<file path="config.mk">
export PLATFORM = sky130hd
export DESIGN_NAME = lpd_top
export DESIGN_NICKNAME = d
export VERILOG_FILES = /design/src/verilog/lpd_pkg.sv /design/src/verilog/lpd_lamp.sv /design/src/verilog/lpd_top.sv
export VERILOG_INCLUDE_DIRS = /design/src /design/src/verilog
export SDC_FILE = /design/constraint.sdc
export NUM_CORES = 1
export LEC_CHECK = 0
export ABC_AREA = 1
export BUFFER_PORTS_ARGS = -buffer_cell sky130_fd_sc_hd__buf_2
export CORE_ASPECT_RATIO = 0.75
export CORE_MARGIN = 2
export CORE_UTILIZATION = 34
export DETAILED_ROUTE_END_ITERATION = 10
export GPL_ROUTABILITY_DRIVEN = 0
export SETUP_SLACK_MARGIN = 0.05
export SLEW_MARGIN = 20
export SYNTH_ARGS = -nofsm -noshare
export SYNTH_HDL_FRONTEND = slang
export SYNTH_SLANG_ARGS = --single-unit
export TNS_END_PERCENT = 100
</file>
<file path="constraint.sdc">
create_clock -name i_clk -period 9.9 [get_ports i_clk]
set_clock_uncertainty 0.2 [all_clocks]
set_input_delay 0.495 -clock i_clk [delete_from_list [all_inputs] [get_ports i_clk]]
set_output_delay 0.495 -clock i_clk [all_outputs]
set_load 0.01 [all_outputs]
</file>
<file path="src/verilog/lpd_params.svh">
// Constants for the two-channel loop detector channel logic.
// Assumes a 20 MHz system clock; all times are kept in their own unit.
`ifndef LPD_PARAMS_SVH
`define LPD_PARAMS_SVH
// ==========================================================
// Clock and derived cycle counts
`define LPD_CLK_NS       50
`define LPD_TICK_NS      1000000
`define LPD_TIMEOUT_NS   2000000
`define LPD_TICK_CYC     (`LPD_TICK_NS / `LPD_CLK_NS)
`define LPD_TIMEOUT_CYC  (`LPD_TIMEOUT_NS / `LPD_CLK_NS)
`define LPD_EXT_RST_NS   30000
// ==========================================================
// Period measurement
`define LPD_SETTLE_CYC   8'h40
`define LPD_PERIODS      5'h10
`define LPD_CNT_MIN      16'h0640
`define LPD_CNT_MAX      16'h3e80
`define LPD_THR_NUM      40'h80
`define LPD_THR_DEN      40'h2710
`define LPD_FAIL_SHIFT   2
// ==========================================================
// Millisecond timings
`define LPD_MIN_MS       7'h64
`define LPD_PULSE_MS     7'h7d
`define LPD_TUNE_MS      11'h7d0
`define LPD_LAMP_PER_MS  10'h3e8
`define LPD_HALF_MS      10'h1f4
`define LPD_FLASH_MS     10'h032
`define LPD_FLASH_GAP_MS 10'h064
`define LPD_GREEN_MS     10'h2ee
// ==========================================================
// Switch reset values: enabled, fail-safe, presence, level 6
`define LPD_CHSW_RST     6'h1e
`define LPD_BOARD_RST    2'h0
`endif

</file>
<file path="src/verilog/lpd_pkg.sv">
// Types shared by the loop detector channel logic.
// Assumes lpd_params.svh supplies the numeric constants.
`default_nettype none
package lpd_pkg;
    // ==========================================================
    // Switch groups
    typedef struct packed {
        logic       dis;
        logic       fail_safe;
        logic       hold_while_occupied_setting;
        logic [2:0] sens;
    } lpd_chsw_t;

    typedef struct packed {
        logic test;
        logic min_out;
    } lpd_board_t;

    // ==========================================================
    // Fault kinds and scan states
    typedef enum logic [1:0] {
        lpd_fail_none  = 2'h0,
        lpd_fail_open  = 2'h1,
        lpd_fail_short = 2'h2
    } lpd_fail_t;

    typedef enum logic [1:0] {
        lpd_sc_settle = 2'h0,
        lpd_sc_arm    = 2'h1,
        lpd_sc_count  = 2'h3,
        lpd_sc_done   = 2'h2
    } lpd_scan_t;
endpackage : lpd_pkg
`default_nettype wire

</file>
<file path="src/verilog/lpd_lamp.sv">
// Status lamp pattern for one channel.
// Assumes a shared 0..999 ms phase from the top and registered inputs.
`default_nettype none
`include "lpd_params.svh"
module lpd_lamp (
    input  wire logic              i_clk,
    input  wire logic              i_rst,
    input  wire logic [9:0]        i_phase,
    input  wire logic              i_det,
    input  wire lpd_pkg::lpd_fail_t i_fail,
    input  wire logic              i_prior,
    input  wire logic              i_test,
    output var  logic              o_red,
    output var  logic              o_green
);
    import lpd_pkg::*;

    logic red_nxt;
    logic green_nxt;
    logic three;

    // ==========================================================
    // Pattern select
    always_comb begin
        three = (i_phase < `LPD_FLASH_MS)
             || (i_phase >= `LPD_FLASH_GAP_MS && i_phase < (`LPD_FLASH_GAP_MS + `LPD_FLASH_MS))
             || (i_phase >= (`LPD_FLASH_GAP_MS << 1) && i_phase < ((`LPD_FLASH_GAP_MS << 1) + `LPD_FLASH_MS));
        red_nxt   = 1'b0;
        green_nxt = 1'b0;
        if (i_test) begin
            // Walks both colours so an operator can see each lamp die
            red_nxt   = (i_phase < `LPD_HALF_MS);
            green_nxt = (i_phase >= `LPD_HALF_MS);
        end else if (i_fail == lpd_fail_open) begin
            red_nxt = 1'b1;
        end else if (i_fail == lpd_fail_short) begin
            red_nxt = (i_phase < `LPD_HALF_MS);
        end else if (i_det && i_prior) begin
            red_nxt   = three;
            green_nxt = (i_phase >= (`LPD_LAMP_PER_MS - `LPD_GREEN_MS));
        end else if (i_prior) begin
            red_nxt = three;
        end else if (i_det) begin
            green_nxt = 1'b1;
        end
        // All else stays dark
    end

    always_ff @(posedge i_clk or posedge i_rst) begin
        if (i_rst) begin
            o_red   <= 1'b0;
            o_green <= 1'b0;
        end else begin
            o_red   <= red_nxt;
            o_green <= green_nxt;
        end
    end
endmodule : lpd_lamp
`default_nettype wire

</file>
<file path="src/verilog/lpd_top.sv">
// Two-channel inductive loop detector channel logic.
// Assumes squared loop inputs and switches synchronous to i_clk.
// Function
// - Minimum option off: call follows zone occupancy only.
// - Minimum option on: every call lasts at least 100 ms.
// - Minimum option applies only in presence operation.
// - Lamp dark with no detection, loop fine, no earlier failure.
// - Open loop or inductance rise over 25 percent: steady red.
// - Shorted loop or inductance drop over 25 percent: red at 1 Hz.
// - Healed loop: three 50 ms red flashes every second.
// - Detection without earlier failure: steady green.
// - Detection with earlier failure: three red flashes then 750 ms green.
// - Earlier failure cleared by external, channel or power reset.
// - Last failure indication kept until reset or power loss.
// - Any channel switch change except frequency resets the channel.
// - Reset contact held low 30 us resets both channels at once; the logic resets them at the first low sample.
// - Count clock cycles over several loop periods; keep reference count.
// - Call when percentage drop exceeds the sensitivity threshold.
// - Track slow drift in the reference without detecting.
// - Out of range or rapid 25 percent change enters failure mode.
// - Failure: fail-safe calls continuously, fail-secure gives no call.
// - Loops scanned alternately, one oscillator on at a time.
// - Switches strobed into the logic; frequency switches not read.
// - One independent call output per channel.
// - Board switch one selects self-test; defaults off.
// - Channel switch four on selects fail-safe, off fail-secure.
// - Pulse operation: one 125 ms pulse, tune out after two seconds.
// - Three sensitivity bits, threshold 1.28 percent halving to 0.01.
// - Channel switch one disables channel and hides its failure.
`default_nettype none
`include "lpd_params.svh"
module lpd_top #(
    parameter int P_TICK_CYC    = `LPD_TICK_CYC,
    parameter int P_TIMEOUT_CYC = `LPD_TIMEOUT_CYC
) (
    input  wire logic                     i_clk,
    input  wire logic                     i_rst,
    input  wire logic [1:0]               i_loop_sq,
    input  wire lpd_pkg::lpd_chsw_t [1:0] i_ch_sw,
    input  wire lpd_pkg::lpd_board_t      i_board_sw,
    input  wire logic                     i_ext_reset_n,
    output var  logic [1:0]               o_call,
    output var  logic [1:0]               o_osc_en,
    output var  logic                     o_sw_strobe,
    output wire logic [1:0]               o_lamp_red,
    output wire logic [1:0]               o_lamp_green,
    output var  logic                     o_test_mode
);
    import lpd_pkg::*;

    // ==========================================================
    // Helpers
    function automatic logic lpd_over(input logic [15:0] d, input logic [15:0] r, input logic [2:0] lvl);
        logic [39:0] a;
        logic [39:0] b;
        a = ({24'h0, d} * `LPD_THR_DEN) << lvl;
        b = {24'h0, r} * `LPD_THR_NUM;
        return a > b;
    endfunction : lpd_over

    function automatic logic lpd_rapid(input logic [15:0] m, input logic [15:0] r);
        logic [17:0] d;
        d = (m > r) ? {2'h0, m - r} : {2'h0, r - m};
        return (d << `LPD_FAIL_SHIFT) > {2'h0, r};
    endfunction : lpd_rapid

    // ==========================================================
    // Declarations
    logic [15:0]  tick_cnt_r;
    logic         tick_r;
    logic [9:0]   phase_r;
    lpd_chsw_t    sw_r [2];
    lpd_board_t   bd_r;
    logic         sw_ok_r;
    logic [1:0]   sw_chg_r;
    logic         ext_rst;
    logic [1:0]   ch_rst;
    lpd_scan_t    sc_r;
    logic         ch_r;
    logic [7:0]   settle_r;
    logic [15:0]  tmo_r;
    logic [15:0]  cyc_r;
    logic [4:0]   edges_r;
    logic [1:0]   sq_q_r;
    logic         rise;
    logic [15:0]  meas_r;
    logic         meas_open_r;
    logic [15:0]  ref_r [2];
    logic [1:0]   ref_ok_r;
    logic [1:0]   det_r;
    logic [1:0]   det_q_r;
    lpd_fail_t    fail_r [2];
    logic [1:0]   prior_r;
    logic [6:0]   min_r [2];
    logic [6:0]   pulse_r [2];
    logic [10:0]  occ_r [2];
    logic [1:0]   call_nxt;
    lpd_fail_t    lamp_fail [2];

    // ==========================================================
    // Common ms tick and 1 s lamp phase
    always_ff @(posedge i_clk or posedge i_rst) begin
        if (i_rst) begin
            tick_cnt_r <= 16'h0;
            tick_r     <= 1'b0;
        end else if (tick_cnt_r == 16'(P_TICK_CYC - 1)) begin
            tick_cnt_r <= 16'h0;
            tick_r     <= 1'b1;
        end else begin
            tick_cnt_r <= tick_cnt_r + 16'h1;
            tick_r     <= 1'b0;
        end
    end

    always_ff @(posedge i_clk or posedge i_rst) begin
        if (i_rst) begin
            phase_r <= 10'h0;
        end else if (tick_r) begin
            phase_r <= (phase_r == `LPD_LAMP_PER_MS - 10'h1) ? 10'h0 : phase_r + 10'h1;
        end
    end

    // ==========================================================
    // Switch strobe and change detect
    // Strobe goes out the cycle after the tick; the switches are read one cycle later.
    always_ff @(posedge i_clk or posedge i_rst) begin
        if (i_rst) begin
            o_sw_strobe <= 1'b0;
            sw_r[0]     <= `LPD_CHSW_RST;
            sw_r[1]     <= `LPD_CHSW_RST;
            bd_r        <= `LPD_BOARD_RST;
            sw_ok_r     <= 1'b0;
            sw_chg_r    <= 2'h0;
            o_test_mode <= 1'b0;
        end else begin
            o_sw_strobe <= tick_r;
            sw_chg_r    <= 2'h0;
            if (o_sw_strobe) begin
                sw_r[0]     <= i_ch_sw[0];
                sw_r[1]     <= i_ch_sw[1];
                bd_r        <= i_board_sw;
                sw_ok_r     <= 1'b1;
                o_test_mode <= i_board_sw.test;
                // First read after power-up only loads, it is no change
                sw_chg_r[0] <= sw_ok_r && (i_ch_sw[0] != sw_r[0]);
                sw_chg_r[1] <= sw_ok_r && (i_ch_sw[1] != sw_r[1]);
            end
        end
    end

    // Contact is acted on at the first low sample, not after 30 us
    assign ext_rst = ~i_ext_reset_n;
    assign ch_rst  = sw_chg_r | {2{ext_rst}};

    // ==========================================================
    // Alternating scan and period counter
    assign rise = i_loop_sq[ch_r] & ~sq_q_r[ch_r];

    always_ff @(posedge i_clk or posedge i_rst) begin
        if (i_rst) begin
            sq_q_r <= 2'h0;
        end else begin
            sq_q_r <= i_loop_sq;
        end
    end

    always_ff @(posedge i_clk or posedge i_rst) begin
        if (i_rst) begin
            sc_r        <= lpd_sc_settle;
            ch_r        <= 1'b0;
            settle_r    <= 8'h0;
            tmo_r       <= 16'h0;
            cyc_r       <= 16'h0;
            edges_r     <= 5'h0;
            meas_r      <= 16'h0;
            meas_open_r <= 1'b0;
            o_osc_en    <= 2'h0;
        end else begin
            case (sc_r)
                lpd_sc_settle: begin
                    o_osc_en       <= 2'h0;
                    o_osc_en[ch_r] <= ~sw_r[ch_r].dis;
                    tmo_r          <= 16'h0;
                    if (settle_r == `LPD_SETTLE_CYC) begin
                        settle_r <= 8'h0;
                        sc_r     <= lpd_sc_arm;
                    end else begin
                        settle_r <= settle_r + 8'h1;
                    end
                end
                lpd_sc_arm: begin
                    tmo_r   <= tmo_r + 16'h1;
                    cyc_r   <= 16'h0;
                    edges_r <= 5'h0;
                    if (tmo_r == 16'(P_TIMEOUT_CYC - 1)) begin
                        meas_open_r <= 1'b1;
                        sc_r        <= lpd_sc_done;
                    end else if (rise) begin
                        sc_r <= lpd_sc_count;
                    end
                end
                lpd_sc_count: begin
                    tmo_r <= tmo_r + 16'h1;
                    cyc_r <= cyc_r + 16'h1;
                    if (tmo_r == 16'(P_TIMEOUT_CYC - 1)) begin
                        meas_open_r <= 1'b1;
                        sc_r        <= lpd_sc_done;
                    end else if (rise) begin
                        edges_r <= edges_r + 5'h1;
                        if (edges_r == `LPD_PERIODS - 5'h1) begin
                            meas_r      <= cyc_r + 16'h1;
                            meas_open_r <= 1'b0;
                            sc_r        <= lpd_sc_done;
                        end
                    end
                end
                lpd_sc_done: begin
                    // Oscillator off before the other one starts
                    o_osc_en <= 2'h0;
                    ch_r     <= ~ch_r;
                    sc_r     <= lpd_sc_settle;
                end
                default: begin
                    sc_r <= lpd_sc_settle;
                end
            endcase
        end
    end

    // ==========================================================
    // Reference, detection and fault classification
    always_ff @(posedge i_clk or posedge i_rst) begin
        if (i_rst) begin
            for (int c = 0; c < 2; c++) begin
                ref_r[c]  <= 16'h0;
                fail_r[c] <= lpd_fail_none;
            end
            ref_ok_r <= 2'h0;
            det_r    <= 2'h0;
            prior_r  <= 2'h0;
        end else begin
            for (int c = 0; c < 2; c++) begin
                if (ch_rst[c]) begin
                    ref_ok_r[c] <= 1'b0;
                    det_r[c]    <= 1'b0;
                    fail_r[c]   <= lpd_fail_none;
                    prior_r[c]  <= 1'b0;
                end else if (sw_r[c].dis) begin
                    ref_ok_r[c] <= 1'b0;
                    det_r[c]    <= 1'b0;
                    fail_r[c]   <= lpd_fail_none;
                end else if (sc_r == lpd_sc_done && ch_r == c[0]) begin
                    if (meas_open_r || meas_r > `LPD_CNT_MAX) begin
                        fail_r[c]  <= lpd_fail_open;
                        det_r[c]   <= 1'b0;
                        prior_r[c] <= 1'b1;
                    end else if (meas_r < `LPD_CNT_MIN) begin
                        fail_r[c]  <= lpd_fail_short;
                        det_r[c]   <= 1'b0;
                        prior_r[c] <= 1'b1;
                    end else if (ref_ok_r[c] && lpd_rapid(meas_r, ref_r[c])) begin
                        // Longer period means more inductance, shown like an open loop
                        fail_r[c]  <= (meas_r > ref_r[c]) ? lpd_fail_open : lpd_fail_short;
                        det_r[c]   <= 1'b0;
                        prior_r[c] <= 1'b1;
                    end else begin
                        fail_r[c] <= lpd_fail_none;
                        if (!ref_ok_r[c] || (!sw_r[c].hold_while_occupied_setting
                                             && occ_r[c] == `LPD_TUNE_MS)) begin
                            ref_r[c]    <= meas_r;
                            ref_ok_r[c] <= 1'b1;
                            det_r[c]    <= 1'b0;
                        end else if (meas_r < ref_r[c]) begin
                            det_r[c] <= lpd_over(ref_r[c] - meas_r, ref_r[c], sw_r[c].sens);
                            if (!lpd_over(ref_r[c] - meas_r, ref_r[c], sw_r[c].sens)) begin
                                // One count per scan is slow enough that no vehicle is lost
                                ref_r[c] <= ref_r[c] - 16'h1;
                            end
                        end else begin
                            det_r[c] <= 1'b0;
                            ref_r[c] <= meas_r;
                        end
                    end
                end
            end
        end
    end

    // ==========================================================
    // Call timers in ms ticks
    always_ff @(posedge i_clk or posedge i_rst) begin
        if (i_rst) begin
            for (int c = 0; c < 2; c++) begin
                min_r[c]   <= 7'h0;
                pulse_r[c] <= 7'h0;
                occ_r[c]   <= 11'h0;
            end
            det_q_r <= 2'h0;
        end else begin
            det_q_r <= det_r;
            for (int c = 0; c < 2; c++) begin
                if (ch_rst[c]) begin
                    min_r[c]   <= 7'h0;
                    pulse_r[c] <= 7'h0;
                    occ_r[c]   <= 11'h0;
                end else begin
                    if (det_r[c] && !det_q_r[c]) begin
                        min_r[c]   <= `LPD_MIN_MS;
                        pulse_r[c] <= `LPD_PULSE_MS;
                    end else if (tick_r) begin
                        if (min_r[c] != 7'h0) begin
                            min_r[c] <= min_r[c] - 7'h1;
                        end
                        if (pulse_r[c] != 7'h0) begin
                            pulse_r[c] <= pulse_r[c] - 7'h1;
                        end
                    end
                    if (!det_r[c]) begin
                        occ_r[c] <= 11'h0;
                    end else if (tick_r && occ_r[c] != `LPD_TUNE_MS) begin
                        occ_r[c] <= occ_r[c] + 11'h1;
                    end
                end
            end
        end
    end

    // ==========================================================
    // Call outputs, one line per channel
    always_comb begin
        for (int c = 0; c < 2; c++) begin
            if (sw_r[c].dis) begin
                call_nxt[c] = 1'b0;
            end else if (fail_r[c] != lpd_fail_none) begin
                call_nxt[c] = sw_r[c].fail_safe;
            end else if (sw_r[c].hold_while_occupied_setting) begin
                if (bd_r.min_out) begin
                    call_nxt[c] = det_r[c] || (min_r[c] != 7'h0);
                end else begin
                    call_nxt[c] = det_r[c];
                end
            end else begin
                // single_shot_output_setting
                call_nxt[c] = (pulse_r[c] != 7'h0);
            end
        end
    end

    always_ff @(posedge i_clk or posedge i_rst) begin
        if (i_rst) begin
            o_call <= 2'h0;
        end else begin
            o_call <= call_nxt & ~ch_rst;
        end
    end

    // ==========================================================
    // Status lamps
    genvar g;
    generate
        for (g = 0; g < 2; g++) begin : g_lamp
            assign lamp_fail[g] = fail_r[g];
            lpd_lamp u_lamp (
                .i_clk   (i_clk),
                .i_rst   (i_rst),
                .i_phase (phase_r),
                .i_det   (o_call[g] & (fail_r[g] == lpd_fail_none)),
                .i_fail  (lamp_fail[g]),
                .i_prior (prior_r[g] & ~sw_r[g].dis),
                .i_test  (o_test_mode),
                .o_red   (o_lamp_red[g]),
                .o_green (o_lamp_green[g])
            );
        end
    endgenerate
endmodule : lpd_top
`default_nettype wire
</file>
# Word-level counts from Yosys, hierarchy flattened
# Cells that the tools add are included.
op_classes:
  add_sub_neg: 18
  mul: 2
  order_cmp: 21
  eq_ne: 37
  n_shift: 2
  n_mux: 148
  n_bitwise: 23
  reduce_logical: 71
op_table:
  columns: ["op", "count"]
  rows:
  - ["$mux 16", 9]
  - ["$mux 7", 16]
  - ["$mux 1", 82]
  - ["$gt 40x23->1", 2]
  - ["$shl 30x3->40", 2]
  - ["$mux 11", 6]
  - ["$pmux 16 s2", 2]
  - ["$sub 16x16->16", 4]
  - ["$mul 16x10->26 const B", 2]
  - ["$add 16x1->16 const B", 3]
  - ["$mux 2", 21]
  - ["$gt 18x16->1", 2]
  - ["$ne 3x3->1 const B", 11]
  - ["$gt 16x16->1", 2]
  - ["$lt 16x16->1", 2]
  - ["$sub 16x1->16 const B", 2]
  - ["$reduce_bool 3->1", 10]
  - ["$reduce_bool 7->1", 4]
  - ["$sub 7x1->7 const B", 4]
  - ["$add 11x1->11 const B", 2]
  - ["$eq 11x11->1 const B", 2]
  - ["$ne 11x11->1 const B", 2]
  - ["$ge 10x8->1 const B", 2]
  - ["$lt 10x8->1 const B", 2]
  - ["other kinds (50)", 126]
word_totals:
  register_bits: 214
  elab_cells: 370

# Longest topological paths before layout
# Gate-level depths: netlist (run 1).
logic_depth:
  ltp_word: 12
  mapped_depth: 50
  mapped_depth_nobuf: 48

# Modules after synthesis
# A second synthesis (run 1) with hierarchy kept.
hier_totals:
  hier_cells: 3380
  area_unflattened_um2: 23525.1
modules_own_cells:
  columns: ["mod", "instances", "cells_each", "area_per_inst_um2", "seq_area_each_um2"]
  rows:
  - ["lpd_top", 1, 3260, 22912.0, 5265.0]
  - ["lpd_lamp", 2, 60, 306.5, 50.0]

# Worst setup path after synthesis (run 1)
# Ideal clock, no wire load.
synth_timing:
  path_type: "reg-to-reg"
  startpoint: "register meas_r[1]"
  endpoint: "register ref_r[23] in the netlist's numbering"
  setup_ps: 117
  arrival_ps: 7121
  setup_slack_ps: 2462
  stages_incl_launch_ff: 46
  n_path_buf: 1
  synth_period_minus_slack_ps: 7438
  cell_sequence: "dfrtp_1 inv_1 ha_1 nand2_2 nor2_1 a21oi_1 xor2_1 inv_1 fa_1 inv_1 ha_1 inv_1 fa_1 inv_1 ha_1 inv_1 fa_1 inv_1 [10 not listed] a21oi_1 o21a_1 o211ai_1 nand2_1 nand2_1 nand2_1 nand2_1 nand2_1 nand2_1 nand2_1 nand4_1 nor2_1 nand4_1 nand2_1 nand2_4 buf_6 nand2_1 nand2_1"
synth_via:
  elab_chain_len: 6
  word_cells_on_any_way: 20
  classes_between: "add/sub: 2; mul: 1; order compare: 6; eq/ne: 1; shift: 1; mux: 3; bitwise: 3; reduce/logical: 3"
synth_lines:
  columns: ["element", "line", "source"]
  rows:
  - ["start: declaration", "lpd_top.sv:86", "logic [15:0] meas_r;"]
  - ["start signal: assignment", "lpd_top.sv:211", "meas_r <= cyc_r + 16'h1;"]
  - ["$sub 16x16->16, or another cell as far along", "lpd_top.sv:63, lpd_top.sv:275", null]
  - ["$mul 16x10->26 (no line) or $mux 16 (tied branches)", null, null]
  - ["$shl 30x3->40 or $gt 18x16->1 (tied branches)", "lpd_top.sv:56, lpd_top.sv:64", null]
  - ["$gt 40x23->1 or $logic_and 1x1->1 (tied branches)", "lpd_top.sv:58, lpd_top.sv:261", null]
  - ["$ne 3x3->1 (no line) or $not 1->1 (tied branches)", null, null]
  - ["$reduce_and 7->1 (no line)", null, null]
  - ["end signal: indexed assignment", "lpd_top.sv:270", "ref_r[c] <= meas_r;"]
  - ["end signal: indexed assignment", "lpd_top.sv:277", "ref_r[c] <= ref_r[c] - 16'h1;"]
  - ["end signal: indexed assignment", "lpd_top.sv:281", "ref_r[c] <= meas_r;"]
  - ["end: declaration", "lpd_top.sv:88", "logic [15:0] ref_r [2];"]
# Several ways; a longest one is shown, not always the timed one.
# A chain may end at the register's enable or synchronous reset.

# Worst setup path after layout (run 1)
layout_timing:
  startpoint: "register meas_r[1]"
  endpoint: "register ref_r[26] in the netlist's numbering"
# Same word-level chain as after synthesis.

==> qor.yml, run 1 <==
status: "complete, no violations"
cts_root_buffer: "clkbuf_16"
clk_pin_slew_ps: 60
worst_slew_pin_slew_ps: 935
cts_tree: "done"
fmax_ghz: 0.112
synth_edf_count: 0
start_util: 0.344
total_power_uw: 1940
synth-seq-cells: 214
p_leak_uw: 0.0128
core_um2: 66800
drt_iter0_markers: 1860
hold_class: "input pin to flop"
required_ps: 10140
wl_per_cell_um: 15.4
cts_setup_buffers: 0
finalWorstSetupSlack_ps: 984
r2r_end: "ref_r[26]"
dieArea_um2: 69700
yosysUniqueCellTypes: 68
area_growth_pct: 8.27
vias: 20700
clockBufferDepth: 3
maxCapViolCount: 0
detailed_place_hpwl_um: 51900
layout_common_cells: "685 x nand2_1, 578 x inv_1, 310 x o21ai_0, 285 x ha_1, 235 x nor2_1"
finalCritPeriodShare: 0.901
async_flop_share: 1.00
min_delay_path_depth: 3
min-delay-start: "i_ch_sw[0]"
critical_path.endpoint_type: "flop"
cp_top_family: "adder cells"
grt_pass1_wl_um: 104000
io_pins: 29
syn_area_um2: 23000
grt_setup_unrepaired: "false"
cts_buffers: 23
hold_violations: 0
nets: 3632
fin_crit_ps: 8920
clock-sinks: 214
irDropWorstVdd_mv: 0.0992
h-tree-depth: 1
path_max_fanout: 18
synthTopCellsByArea: "dfrtp_1 22%, ha_1 16%, nand2_1 11%"
rows: 82
grt_max_degree: 109
slew_violations: 0
worstSkewPairLatency_ps: 550
cp_data_arrival_time_ps: 9160
r2r_start: "meas_r[1]"
finalSetupViolCount: 0
wl_um: 63900
drc_errors: 0
yosysWarnings: 0
totalNegativeSetupSlack_ps: 0
yosysTopAreaCell: "dfrtp_1"
slowest_delay_ps: 630
synthFlopType: "dfrtp_1"
dpl_worst_slack_ps: 755
grt_pass1_vias: 19200
die_h_um: 229
crit_type: "flop to flop"
n_antenna_cell: 0
max_slew_margin: 0.374
crit_buf_inv: 7
holdWs_ps: 12.7
grtUsageTotal: 0.182
antenna_found_initial: 0
yosysSeqAreaShare: 0.234
syn-num-nets: 3629
synth_top_area_frac: 0.224
crit_path_frequent_cell: "nand2_1"
powerDensity_nw_per_um2: 78.0
syn_avg_cell_area_um2: 7.07
io_buffer_count: 28
overflow: 0
rrSetupSlack_ps: 980
final_common_cell: "nand2_1"
reg2regPathDepth: 44
crit_path_start: "meas_r[1]"
detail_route.first_pass.iterations: 5
vias_per_cell: 4.98
drive_above_1_share: 0.0419
postRouteAntennaNets: 0
hold_end: "sw_r[6]"
slowest_stage: "dfrtp_1"
netlist_instances: 3251
fp.dieW_um: 304
start_kind: "flop"
-- layout make-up --
type / instances / area, µm²
well taps: 882 / 1100
repair buffers: 47 / 313
flip-flops and latches: 214 / 5370
clock inverters: 7 / 128
fillers: 7013 / 41900
multi-input cells: 2380 / 15100
clock buffers: 35 / 691
inverters: 588 / 2210
-- worst min-delay path, cell delays in order --
cell     delay, ps
buf_2          120
nand2_1         50
o21ai_0         60
-- where the power goes --
group / switching (µW) / leakage [µW] / internal (µW)
Sequential: 12.4 / 0.00283 / 889
Clock: 377 / 0.000400 / 562
Combinational: 65.9 / 0.00954 / 35.5
-- flip-flops by register name, summed over array words and instances, names as in the netlist, 4 cells and up --
register / cells
ref_r: 32
occ_r: 22
cyc_r: 16
meas_r: 16
tick_cnt_r: 16
tmo_r: 16
min_r: 14
pulse_r: 14
sw_r: 12
phase_r: 10
settle_r: 8
edges_r: 5
fail_r: 4
-- cell usage after synthesis, types with 4 or more instances --
cell	n
nand2_1	686
inv_1	579
o21ai_0	310
ha_1	285
nor2_1	235
nand3_1	208
dfrtp_1	206
a21oi_1	168
xor2_1	91
fa_1	74
nor3_1	56
nand4_1	43
clkbuf_1	40
o22ai_1	19
xnor2_1	17
a31oi_1	16
buf_4	16
nor4_1	16
mux2i_1	13
o21a_1	10
a21o_1	9
or2_2	9
dfstp_2	8
nand2_2	8
o211ai_1	8
buf_2	7
o21ai_1	7
o21bai_1	7
a221oi_1	5
a32o_1	5
inv_2	5
nand3_2	5
nand3b_1	5
o31ai_1	5
a21boi_0	4
and2_1	4
clkinv_1	4
nor2_2	4
nor3b_1	4
-- logic make-up after synthesis --
group	after synthesis	share of synthesized area
muxes	13	0.00566
and+or+nand+nor	1298	0.244
buffers and inverters	657	0.111
AOI/OAI and AO/OA	601	0.145
DFF	214	0.234
xor gates and xnor gates	109	0.0419
adders and majority gates	359	0.220
-- routing by layer --
| layer | GRT usage | vias to the layer above | wire [µm] |
|---|---|---|---|
| li1 | - | 10600 | - |
| met1 | 0.286 | 9439 | 33500 |
| met2 | 0.254 | 587 | 24500 |
| met3 | 0.0456 | 51 | 5280 |
| met4 | 0.0208 | 0 | 666 |
| met5 | 0 | - | 0 |
-- through the flow --
| stage | cell area (µm²) | instances | utilization |
|---|---|---|---|
| floorplan | 23000 | 3251 | - |
| global placement | 23900 | 4099 | 0.358 |
| detailed placement | 23900 | 4099 | 0.358 |
| CTS | 24900 | 4153 | 0.372 |
| global route | 24900 | 4153 | 0.372 |
| finish | 24900 | 4153 | 0.372 |
-- worst max-delay path by stage --
stage                 to  cells past startpoint
3_3_place_gp   ref_r[19]                     44
3_5_place_dp   ref_r[26]                     44
4_1_cts        ref_r[26]                     44
2_1_floorplan  ref_r[23]                     45
6_report       ref_r[26]                     44
5_1_grt        ref_r[17]                     44
-- repair_timing --
item,4_1_cts,5_1_grt
hold buffers,12,0
gates resized for setup,0,1
endpoints found under the setup margin,0,16
hold endpoints to repair,114,0
Power figures use the tool's default switching activity.
==> inputs of run 2 (changes only) <==
==> constraint.sdc (replaced) <==
create_clock -name i_clk -period 9.9 [get_ports i_clk]
set_clock_uncertainty 0.2 [all_clocks]
set_input_delay 1.98 -clock i_clk [delete_from_list [all_inputs] [get_ports i_clk]]
set_output_delay 1.98 -clock i_clk [all_outputs]
set_load 0.01 [all_outputs]
==> run 2 against run 1 <==
  * Clock power is 4.9% higher
  * Final area is 0.22% lower
  * Non-clock buffer count is 11 lower
  * Maximum frequency is 0.80% higher
  * Power is 2.2% higher
  * Register-to-register slack better by 70 ps
  * Sequential share of layout area hardly changed
  * Critical endpoint is now ref_r[20]
  * Largest power group unchanged
  * Highest routed layer is now met5
==> qor.yml, run 2 (synthesis results as in run 1) <==
status: "complete, no violations"
r2r_end: "ref_r[20]"
n_antenna_cell: 0
largest_reg_flops: 32
reg_top3: "ref_r x32, occ_r x22"
holdWs_ps: 206
required_ps: 10120
min-delay-start: "det_r[1]"
wl_per_cell_um: 15.5
crit_path_start: "meas_r[1]"
detail_route.first_pass.iterations: 5
start_util: 0.344
grt_setup_unrepaired: "false"
grt_pass1_vias: 19300
r2r_start: "meas_r[1]"
fmax_ghz: 0.113
crit_path_frequent_cell: "nand2_1"
layout_common_cells: "686 x nand2_1, 578 x inv_1, 310 x o21ai_0, 285 x ha_1, 235 x nor2_1"
max_slew_margin: 0.356
regMostFlops: "ref_r"
slowest_stage: "dfrtp_1"
ctsHoldBuffers: 0
cts_setup_buffers: 0
cts_buffers: 24
grtUsageTotal: 0.183
area_growth_pct: 8.03
irDropWorstVdd_mv: 0.130
vias_per_cell: 5.03
slew_violations: 0
overflow: 0
final_common_cell: "nand2_1"
cts_root_buffer: "clkbuf_16"
drive_above_1_share: 0.0432
wl_um: 64400
path_max_fanout: 16
dieArea_um2: 69700
cp_data_arrival_time_ps: 9070
hold_class: "flop to flop"
nets: 3622
endpoint: "ref_r[20]"
slowest_delay_ps: 620
worstSkewPairLatency_ps: 560
hold_violations: 0
post-route-util: 0.372
maxCapViolCount: 0
die_h_um: 229
start_kind: "flop"
drt_iter0_markers: 1787
worst_slew_pin_slew_ps: 966
crit_type: "flop to flop"
fp.dieW_um: 304
cts_tree: "done"
io_pins: 29
clock-sinks: 214
core_um2: 66800
p_leak_uw: 0.0128
finalCritPeriodShare: 0.894
finalSetupViolCount: 0
grt_pass1_wl_um: 105000
layout.cells.non_filler: 4144
critical_path.endpoint_type: "flop"
fin_crit_ps: 8850
total_power_uw: 1980
h-tree-depth: 1
io_buffer_count: 28
clockBufferDepth: 3
powerDensity_nw_per_um2: 79.9
postRouteAntennaNets: 0
cts-resized-gates: 0
rows: 82
vias: 20800
dp.cells: 4100
clk_pin_slew_ps: 70
rrSetupSlack_ps: 1050
grt_max_degree: 93
reg2regPathDepth: 43
detailed_place_hpwl_um: 52200
totalNegativeSetupSlack_ps: 0
drc_errors: 0
antenna_found_initial: 2
-- run 2: cell types whose count changed in the layout (fill, tap and decap cells not counted) --
cell           delta
buf_4             +1
bufinv_16         +1
clkbuf_1          -2
clkbuf_16         +1
clkbuf_8          -1
clkinv_16         +1
clkinv_2          +3
clkinv_4          +1
clkinvlp_4        -1
dlygate4sd3_1    -12
inv_16            -1
nand2_1           +1
nand2_2           -1
-- run 2: final cells by class --
class | count | area [µm²]
clock inverters | 11 | 184
flip-flops and latches | 214 | 5370
well taps | 882 | 1100
multi-input cells | 2380 | 15100
inverters | 588 | 2210
clock buffers | 33 | 694
fillers | 7040 | 42000
repair buffers | 36 | 200
-- run 2: through the flow --
step	setup slack, ps	instance area (µm²)
after global placement	1190	23900
after detailed placement	1010	23900
after CTS	1000	24800
after floorplan	1880	23000
final	1050	24800
after global routing	211	24800
-- run 2: report_power, final --
part | leakage, µW | internal [µW] | switching, µW
registers | 0.00283 | 889 | 12.3
clock network | 0.000434 | 598 | 387
logic | 0.00949 | 32.4 | 65.7
total | 0.0128 | 1520 | 465
-- run 2: worst min path at each step --
stage / end / slack, ps / depth (start not counted)
3_5_place_dp: det_q_r[1] / 170 / 0
6_report: det_q_r[1] / 210 / 0
2_1_floorplan: det_q_r[1] / 150 / 0
5_1_grt: det_q_r[1] / 220 / 0
3_3_place_gp: det_q_r[1] / 160 / 0
4_1_cts: det_q_r[1] / 200 / 0
-- run 2: critical path, delay by kind of cell (launching register included) --
family          cells  cell delay (ps)
fa+ha+maj           8             3010
compound gates      9             1670
simple gates       16             1620
xor+xnor            2              800
buf+inv             7              690
flops               1              620
mux                 1              110
-- run 2: per-layer routing --
metal  track usage  share of wire
met4        0.0244          0.013
met3        0.0402          0.081
met2         0.252           0.38
met5             0        0.00030
met1         0.292           0.53
